File: config.mk
export PLATFORM = sky130hd
export DESIGN_NAME = wrw_watchdog
export DESIGN_NICKNAME = d
export VERILOG_FILES = /design/src/verilog/wrw_pkg.sv /design/src/verilog/wrw_watchdog.sv
export SDC_FILE = /design/constraint.sdc
export NUM_CORES = 1
export LEC_CHECK = 0
export BUFFER_PORTS_ARGS = -buffer_cell sky130_fd_sc_hd__buf_2
export CORE_AREA = 5 5 71 106
export CTS_CLUSTER_DIAMETER = 50
export DETAILED_ROUTE_END_ITERATION = 16
export DIE_AREA = 0 0 76 111
export GPL_TIMING_DRIVEN = 0
export PLACE_DENSITY = 0.78
export SYNTH_ARGS = -nofsm -noshare
export SYNTH_HDL_FRONTEND = slang
export SYNTH_SLANG_ARGS = --single-unit
File: constraint.sdc
create_clock -name clk_sys_i -period 2.9 [get_ports clk_sys_i]
set_input_delay 0.145 -clock clk_sys_i [delete_from_list [all_inputs] [get_ports clk_sys_i]]
set_output_delay 0.145 -clock clk_sys_i [all_outputs]
set_load 0.005 [all_outputs]
File: src/verilog/wrw_pkg.sv
// Package: constants, register map and state types of the windowed reset watchdog
package wrw_pkg;

    // ****************************************
    // Clock and timing
    // ****************************************
    localparam int CLK_FREQ_HZ = 50_000_000;
    localparam int CLK_PERIOD_NS = 1_000_000_000 / CLK_FREQ_HZ;
    localparam int PRESCALE_CYCLES_DEF = 16384;
    localparam int PRE_W = 16;
    // Reset pin low time, plain default
    localparam int RST_OUT_NS = 20000;
    localparam int RST_OUT_CYCLES = (RST_OUT_NS + CLK_PERIOD_NS - 1) / CLK_PERIOD_NS;
    localparam int HOLD_W = 16;

    // ****************************************
    // Register map, byte addresses
    // ****************************************
    localparam logic [7:0] ADR_CTRL = 8'h00;
    localparam logic [7:0] ADR_STAT = 8'h04;
    localparam logic [7:0] ADR_MASK = 8'h08;
    localparam logic [7:0] ADR_OPT = 8'h0C;

    // ****************************************
    // Control register fields and values
    // ****************************************
    localparam int ACT_BIT = 7;
    localparam int TOP_BIT = 6;
    localparam int TMO_MSB = 5;
    localparam logic [6:0] CNT_RESET = 7'h7F;
    localparam logic [6:0] CNT_ROLL = 7'h40;

    // ****************************************
    // Event bits of status and mask
    // ****************************************
    localparam int EV_W = 3;
    localparam int EV_TIMEOUT = 0;
    localparam int EV_SOFT = 1;
    localparam int EV_HALT = 2;

    typedef enum logic {WRW_RUN, WRW_RST_OUT} wrw_state_e;

    typedef struct packed {
        logic cyc;
        logic stb;
        logic we;
        logic [7:0] adr;
        logic [3:0] sel;
        logic [31:0] dat;
    } wrw_wb_req_s;

    typedef struct packed {
        wrw_state_e state;
        logic [PRE_W-1:0] pre_cnt;
        logic [HOLD_W-1:0] hold_cnt;
        logic act;
        logic [6:0] cnt;
        logic [EV_W-1:0] stat;
        logic [EV_W-1:0] mask;
        logic [1:0] opt_meta;
        logic [1:0] opt_sync;
        logic halt_enter;
        logic ack;
        logic [7:0] dat;
    } wrw_state_s;

    localparam wrw_state_s ST_RESET = '{state: WRW_RUN, pre_cnt: 16'h0000, hold_cnt: 16'h0000, act: 1'b0,
        cnt: CNT_RESET, stat: 3'h0, mask: 3'h0, opt_meta: 2'h0, opt_sync: 2'h0, halt_enter: 1'b0,
        ack: 1'b0, dat: 8'h00};

endpackage

File: src/verilog/wrw_watchdog.sv
// Module: windowed reset watchdog with a Wishbone classic register slave
//
// The implementer's own choices: the register offsets and the Wishbone register port.
`timescale 1ns/1ps

// Operation
// - Counter steps every 16384 oscillator cycles
// - Active and 40h to 3Fh starts reset
// - Counter runs even when not activated
// - Deactivated after reset; writes cannot deactivate
// - Activate set, top bit clear: reset
// - Halt while active gives reset
// - Low six bits set the timeout
// - Writes never clear the prescaler
// - Hardware option makes watchdog always active
module wrw_watchdog #(
    parameter int PRESCALE_CYCLES = wrw_pkg::PRESCALE_CYCLES_DEF
) (
    input wire logic clk_sys_i,                      // System clock, 50 MHz
    input wire logic rst_n_i,                        // Synchronous reset, active low
    input wire wrw_pkg::wrw_wb_req_s wb_req_i,       // Wishbone request group
    output logic wb_ack_o,                           // Wishbone acknowledge
    output logic [31:0] wb_dat_o,                    // Wishbone read data
    input wire logic hw_wdg_opt_i,                   // Option pin: hardware watchdog
    input wire logic reset_on_sleep_option_i,        // Option pin: reset on Halt
    input wire logic halt_req_i,                     // CPU Halt instruction, pulse
    output logic halt_enter_o,                       // Halt allowed, pulse
    output logic rst_pin_o,                          // Reset pin output level
    output logic rst_pin_oe_o,                       // Reset pin pulled low while high
    output logic irq_o                               // Interrupt, level
);

    localparam logic [wrw_pkg::PRE_W-1:0] PRE_MAX = wrw_pkg::PRE_W'(PRESCALE_CYCLES - 1);
    localparam logic [wrw_pkg::HOLD_W-1:0] HOLD_MAX = wrw_pkg::HOLD_W'(wrw_pkg::RST_OUT_CYCLES - 1);

    wrw_pkg::wrw_state_s st_ff;
    wrw_pkg::wrw_state_s nxt_st;
    logic tick;
    logic req_hit;
    logic commit;
    logic wr_ctrl;
    logic wr_mask;
    logic rd_stat;
    logic hw_on;
    logic sleep_opt;
    logic eff_act;
    logic fire;
    logic [wrw_pkg::EV_W-1:0] ev;

    // ****************************************
    // Register read multiplexer
    // ****************************************
    function automatic logic [7:0] rd_mux(input logic [7:0] adr, input wrw_pkg::wrw_state_s s);
        logic [7:0] r;
        r = 8'h00;
        unique case (adr)
            wrw_pkg::ADR_CTRL: r = {s.act, s.cnt};
            wrw_pkg::ADR_STAT: r = {5'h00, s.stat};
            wrw_pkg::ADR_MASK: r = {5'h00, s.mask};
            wrw_pkg::ADR_OPT: r = {5'h00, s.state == wrw_pkg::WRW_RST_OUT, s.opt_sync};
            default: r = 8'h00;
        endcase
        return r;
    endfunction

    // ****************************************
    // Next state
    // ****************************************
    always_comb begin
        nxt_st = st_ff;
        ev = '0;
        fire = 1'b0;
        nxt_st.halt_enter = 1'b0;
        // Option pins through two flops
        nxt_st.opt_meta = {reset_on_sleep_option_i, hw_wdg_opt_i};
        nxt_st.opt_sync = st_ff.opt_meta;
        hw_on = st_ff.opt_sync[0];
        sleep_opt = st_ff.opt_sync[1];

        // Free-running prescaler, untouched by writes
        tick = (st_ff.pre_cnt == PRE_MAX);
        nxt_st.pre_cnt = tick ? '0 : st_ff.pre_cnt + 1'b1;

        // Bus: ack one cycle after request, commit at the ack edge
        req_hit = wb_req_i.cyc && wb_req_i.stb;
        nxt_st.ack = req_hit && !st_ff.ack;
        commit = req_hit && st_ff.ack;
        wr_ctrl = commit && wb_req_i.we && wb_req_i.sel[0] && (wb_req_i.adr == wrw_pkg::ADR_CTRL);
        wr_mask = commit && wb_req_i.we && wb_req_i.sel[0] && (wb_req_i.adr == wrw_pkg::ADR_MASK);
        rd_stat = commit && !wb_req_i.we && (wb_req_i.adr == wrw_pkg::ADR_STAT);
        if (req_hit && !st_ff.ack) begin
            nxt_st.dat = rd_mux(wb_req_i.adr, st_ff);
        end
        if (wr_mask) begin
            nxt_st.mask = wb_req_i.dat[wrw_pkg::EV_W-1:0];
        end

        eff_act = 1'b0;
        unique case (st_ff.state)
            wrw_pkg::WRW_RUN: begin
                if (wr_ctrl) begin
                    nxt_st.cnt = wb_req_i.dat[wrw_pkg::TOP_BIT:0];
                    nxt_st.act = st_ff.act | wb_req_i.dat[wrw_pkg::ACT_BIT];
                end else if (tick) begin
                    nxt_st.cnt = st_ff.cnt - 1'b1;
                end
                eff_act = nxt_st.act || hw_on;
                if (eff_act && !nxt_st.cnt[wrw_pkg::TOP_BIT] && (st_ff.cnt[wrw_pkg::TOP_BIT] || wr_ctrl)) begin
                    fire = 1'b1;
                    ev[wr_ctrl ? wrw_pkg::EV_SOFT : wrw_pkg::EV_TIMEOUT] = 1'b1;
                end else if (halt_req_i) begin
                    if (eff_act || sleep_opt) begin
                        fire = 1'b1;
                        ev[wrw_pkg::EV_HALT] = 1'b1;
                    end else begin
                        nxt_st.halt_enter = 1'b1;
                    end
                end
                if (fire) begin
                    nxt_st.state = wrw_pkg::WRW_RST_OUT;
                    nxt_st.hold_cnt = HOLD_MAX;
                end
            end
            wrw_pkg::WRW_RST_OUT: begin
                // Reset pin low; the device reset ends activation
                if (st_ff.hold_cnt == '0) begin
                    nxt_st.state = wrw_pkg::WRW_RUN;
                    nxt_st.act = 1'b0;
                    nxt_st.cnt = wrw_pkg::CNT_RESET;
                end else begin
                    nxt_st.hold_cnt = st_ff.hold_cnt - 1'b1;
                end
            end
        endcase

        // Sticky events; a new event wins over the read clear
        nxt_st.stat = (rd_stat ? '0 : st_ff.stat) | ev;
    end

    always_ff @(posedge clk_sys_i) begin
        if (!rst_n_i) begin
            st_ff <= wrw_pkg::ST_RESET;
        end else begin
            st_ff <= nxt_st;
        end
    end

    // ****************************************
    // Outputs
    // ****************************************
    assign wb_ack_o = st_ff.ack;
    assign wb_dat_o = {24'h000000, st_ff.dat};
    assign halt_enter_o = st_ff.halt_enter;
    assign rst_pin_o = 1'b0;
    assign rst_pin_oe_o = (st_ff.state == wrw_pkg::WRW_RST_OUT);
    assign irq_o = |(st_ff.stat & st_ff.mask);
endmodule

Word level (Yosys, flattened, before mapping)
Cells that the tools add are included.
{"block": "word_totals", "ff_bits": 61, "in_bits": 52, "wordCells": 82}
{"block": "classes", "add_sub_neg": 3, "n_lt_le_gt_ge": 2, "eq_ne": 8, "muxes": 25, "bitwise_logic": 6, "reduce_logical": 25}
{"operator": "24-bit case mux with 2 select lines", "n": 1}
{"operator": "16-bit two-way mux", "n": 2}
{"operator": "8-bit case mux with 4 select lines", "n": 1}
{"operator": "7-bit two-way mux", "n": 3}
{"operator": "16-bit by 1-bit adder with 16-bit output (second input constant)", "n": 1}
{"operator": "16-bit by 14-bit equality test with 1-bit output (second input constant)", "n": 1}
{"operator": "8-bit by 4-bit equality test with 1-bit output (second input constant)", "n": 2}
{"operator": "16-bit zero test", "n": 1}
{"operator": "16-bit by 1-bit subtractor with 16-bit output (second input constant)", "n": 1}
{"operator": "1-bit logical AND", "n": 12}
{"operator": "1-bit two-way mux", "n": 12}
{"operator": "8-bit by 3-bit equality test with 1-bit output (second input constant)", "n": 1}
{"operator": "8-bit zero test", "n": 1}
{"operator": "8-bit two-way mux", "n": 1}
{"operator": "7-bit by 1-bit subtractor with 7-bit output (second input constant)", "n": 1}
{"operator": "3-bit two-way mux", "n": 2}
{"operator": "2-bit inequality test (second input constant)", "n": 2}
{"operator": "4-bit inequality test (second input constant)", "n": 1}
{"operator": "2-bit AND reduction", "n": 2}
{"operator": "4-bit OR reduction", "n": 1}
{"operator": "3-bit AND", "n": 1}
{"operator": "1-bit zero test", "n": 3}
{"operator": "1-bit logical OR", "n": 3}
{"operator": "1-bit by 3-bit < comparator with 1-bit output (second input constant)", "n": 1}
{"operator": "10 further kinds", "n": 12}

Depth between registers and ports, before layout
{"block": "logic_depth", "depth_word": 15, "mapped_depth": 8, "depth_no_buf": 7}

Least setup slack after synthesis
Ideal clock, no wire load.
{"block": "synth_timing", "kind": "flip-flop to flip-flop", "start": "register st_ff[20] (netlist bit)", "end": "register st_ff[39] (netlist bit)", "setup_time_ps": 125, "arrival_ps": 2051, "required_ps": 2775, "slack_ps": 724, "path_stages_with_launch": 9, "path_buffers": 1, "synth_period_minus_slack_ps": 2176, "path_cell_list": "dfxtp_1 -> inv_1 -> ha_1 -> nor3b_1 -> o2111ai_1 -> or4_1 -> buf_2 -> a311oi_1 -> a21oi_1"}
{"block": "synth_via", "elab_chain_len": 11}
{"item": "start, declared", "line": "wrw_watchdog.sv:36", "source": "wrw_pkg::wrw_state_s st_ff;"}
{"item": "start signal, assigned", "line": "wrw_watchdog.sv:142", "source": "st_ff <= wrw_pkg::ST_RESET;"}
{"item": "start signal, assigned", "line": "wrw_watchdog.sv:144", "source": "st_ff <= nxt_st;"}
{"item": "7-bit by 1-bit subtractor with 7-bit output", "line": "wrw_watchdog.sv:105", "source": "nxt_st.cnt = st_ff.cnt - 1'b1;"}
{"item": "7-bit two-way mux", "line": "wrw_watchdog.sv:104", "source": "end else if (tick) begin"}
{"item": "7-bit two-way mux", "line": "wrw_watchdog.sv:101", "source": "if (wr_ctrl) begin"}
{"item": "7-bit two-way mux", "line": "wrw_watchdog.sv:99", "source": "unique case (st_ff.state)"}
{"item": "1-bit zero test", "line": "wrw_watchdog.sv:108", "source": "if (eff_act && !nxt_st.cnt[wrw_pkg::TOP_BIT] && (st_ff.cnt[wrw_pkg::TOP_BIT] || wr_ctrl)) begin"}
{"item": "1-bit logical AND (2 in series)", "line": "wrw_watchdog.sv:108"}
{"item": "1-bit two-way mux", "line": "wrw_watchdog.sv:108"}
{"item": "1-bit two-way mux", "line": "wrw_watchdog.sv:99"}
{"item": "2-bit inequality test (no line)"}
{"item": "2-bit AND reduction (no line)"}
No other way between the ends. The select of a mux whose other input is x is not followed.
A chain may end at the register's enable or synchronous reset.

Worst setup path in the final report
{"block": "layout_timing", "start": "register st_ff[30] (netlist bit)", "end": "register st_ff[25] (netlist bit)"}
{"block": "layout_via", "elab_chain_len": 3}
{"item": "16-bit zero test", "line": "wrw_watchdog.sv:126", "source": "if (st_ff.hold_cnt == '0) begin"}
{"item": "2-bit by 1-bit inequality test with 1-bit output (no line)"}
{"item": "2-bit AND reduction (no line)"}
No other way between the ends.

==> flow_summary_export.csv <==
group,metric,value,unit
sta,slew_violations,0,
drt,wl_per_cell,14.91,um
synth,synth_edf_count,0,
flow_run,maxCapViolations,0,
layout,num-fill-cells,582,
floorplanning,initial_core_util,0.5167,
synth,ys_ff_latch,61,
layout,layout_common_cells,"61 x dfxtp_1, 50 x nor2_1, 38 x buf_2, 33 x buf_4",
synth,ys_async_sr_fraction,0,
synth,ys_types,61,
floorplanning,die_h,111,um
sta,tns,0,ns
layout,layout-drive-gt1-share,0.2017,
sta,worst_slew_pin_slew,0.9527,ns
worst_setup_path,critical_path_class,"reg2reg",
pwr,p_leak,1.691,nW
clocking,postCtsSetupBuffers,0,
placement,port_buffers,35,
worst_setup_path,cp_top_family,"simple AND/OR/NAND/NOR gates",
drt,first_pass_iters,5,
worst_setup_path,worst_setup_path_end_kind,"register",
placement,routabilityCongestion,0.9820,
clocking,clk_latency,0.35,ns
floorplanning,io_pins,89,
placement,post-place-ws,0.2454,ns
grt,grt_pass1_wl,13590,um
grt,grt_pass1_vias,3006,
floorplanning,dieArea,8436,um2
clocking,clk_path_buf_depth,2,
sta,period_needed,2.775,ns
pwr,peakVddDrop,0.4917,mV
layout,synthToLayoutAreaGrowth,18.91,%
sta,timing.hold.ws,0.008222,ns
grt,globalRouteOverflowTotal,0,
synth,synth_ff_type,"dfxtp_1",
layout,final_cell_count_no_fill,552,
layout,final_nets,527,
sta,rsz0062_at_grt,"false",
synth,yosys_warnings,0,
worst_setup_path,critPathMaxFanout,9,
sta,setup-violations-final,0,
synth,synth_top_area_share,0.3669,
sta,timing.fmax,0.3603,GHz
worst_setup_path,worstPathCellList,"nor4_1 > nand4_1 > and2_1 > a21oi_1 > o221ai_1",
drt,first_iter_violations,219,
synth,ys_top_cells_by_area,"dfxtp_1 37%, buf_4 7.4%, nor2_1 5.6%, nand2_1 2.8%, xor2_1 2.6%",
synth,yosysSeqAreaShare,0.3669,
clocking,clk_pin_slew,0.07,ns
drt,antenna_left,0,
sta,finalHoldViolations,0,
worst_setup_path,cpMaxStageDelayCell,"nor4_1",
worst_setup_path,cp.required,3.11,ns
sta,slew_headroom,0.3590,
worst_setup_path,worst-path-buf-inv,0,
drt,drc_errors,0,
grt,grt_usage,0.1960,
sta,fin_crit_sh,0.9570,
synth,synthesis.area,3328,um2
clocking,clockRootBuffer,"clkbuf_8",
drt,via_per_inst,5.614,
sta,finClkSkew,0.008995,ns
floorplanning,num_rows,36,
synth,synth_cells,400,
drt,routed_wl,8233,um
clocking,tritoncts,"yes",
synth,yosys.area.top_type,"dfxtp_1",
floorplanning,core,6441,um2
drt,via_count,3099,
min_path,hold_path.class,"in2reg",
worst_setup_path,slowest_delay,0.83,ns
layout,layout_commonest_cell,"dfxtp_1",
placement,detailed_place_hpwl,6092,um
grt,grt_antenna_before_repair,0,
synth,syn_area_per_cell,8.320,um2
clocking,cts_sinks,61,
pwr,p_total,2.248,mW
worst_setup_path,crit_path_start_kind,"register",
worst_setup_path,arrival,2.98,ns
clocking,htreeDepth,3,
placement,placedCellCount,535,
layout,diodes,0,
clocking,cts_buffers,9,
outcome,status,"completed",
pwr,power.density,568.0,nW/um2
sta,setup_slack,0.1246,ns
floorplanning,die_width,76,um
grt,grt_max_degree,11,
==> cells in the mapped netlist, types with 4 or more instances <==
cell type and instances:
nor3_1 8, o21ai_0 7, or4_1 5, clkbuf_1 13
mux2i_1 6, xor2_1 10, xnor2_1 5, a211oi_1 4
nand3_1 15, o22ai_1 4, nand4_1 8, a22oi_1 10
nand2b_1 5, and2_1 9, and3_1 6, ha_1 4
a31oi_1 12, dfxtp_1 61, nand2_1 25, nor2_1 50
nor3b_1 4, buf_4 33, a21oi_1 14, inv_1 19
or3_1 4, nor4_1 5
==> state kept, by name (all words and copies together) (netlist names) <==
signal	cells
rst_pin_oe_o	1
st_ff	46
sleep_opt	1
wb_ack_o	1
halt_enter_o	1
wb_dat_o	8
hw_on	1
nxt_st	2
==> path summary, 6_finish.rpt <==
path / startpoint / end / slack [ns] / cells after the start
worst min register to register: nxt_st[10] / hw_on / 0.43 / 1
worst max-delay path: st_ff[30] / st_ff[25] / 0.12 / 5
worst max register to register: st_ff[30] / st_ff[25] / 0.12 / 5
worst min-delay path: hw_wdg_opt_i / nxt_st[10] / 0.008 / 2
==> logic make-up after synthesis <==
group / count (synthesis) / share of synthesized area
AND/OR/NAND/NOR: 160 / 0.2493
AO/OA/AOI/OAI: 79 / 0.1688
buffers and inverters: 71 / 0.1211
flip-flops: 61 / 0.3669
XOR/XNOR: 15 / 0.03947
multiplexers: 9 / 0.03835
adder cells (fa/ha/maj): 4 / 0.01504
other: 1 / 0.001127
==> through the flow <==
| step | area (um2) | utilization |
|---|---|---|
| 2_1_floorplan | 3418 | - |
| 4_1_cts | 3958 | 0.6144 |
| 3_3_place_gp | 3689 | 0.5727 |
| 5_1_grt | 3958 | 0.6144 |
| 6_report | 3958 | 0.6144 |
| 3_5_place_dp | 3689 | 0.5727 |
==> power breakdown <==
part | total (mW) | internal [mW] | switching [mW]
Clock | 0.980 | 0.642 | 0.338
Combinational | 0.362 | 0.148 | 0.214
Sequential | 0.906 | 0.873 | 0.0328
Total | 2.25 | 1.66 | 0.585
==> what timing repair did <==
action | 4_1_cts | 5_1_grt
resized for setup | 0 | 0
hold endpoints to repair | 1 | 0
hold buffers | 1 | 0
setup endpoints to repair | 0 | 0
==> routing by layer <==
| layer | vias up | part of all wire | GRT usage |
|---|---|---|---|
| met5 | - | 0 | 0 |
| met4 | 0 | 0.033 | 0.1211 |
| met3 | 22 | 0.065 | 0.04390 |
| met2 | 121 | 0.52 | 0.3473 |
| met1 | 1423 | 0.38 | 0.2046 |
| li1 | 1533 | - | - |
==> cell type report <==
cell class | instances | area [um2] | share of cell area
buffer | 51 | 327.8 | 0.08283
clock buffer | 13 | 168.9 | 0.04268
clock inverter | 3 | 90.09 | 0.02276
inverter | 20 | 75.07 | 0.01897
multi-input combinational | 292 | 1794 | 0.4534
sequential | 61 | 1221 | 0.3086
tap | 76 | 95.09 | 0.02403
timing repair buffer | 36 | 185.2 | 0.04679
(Power assumes the default switching activity.)
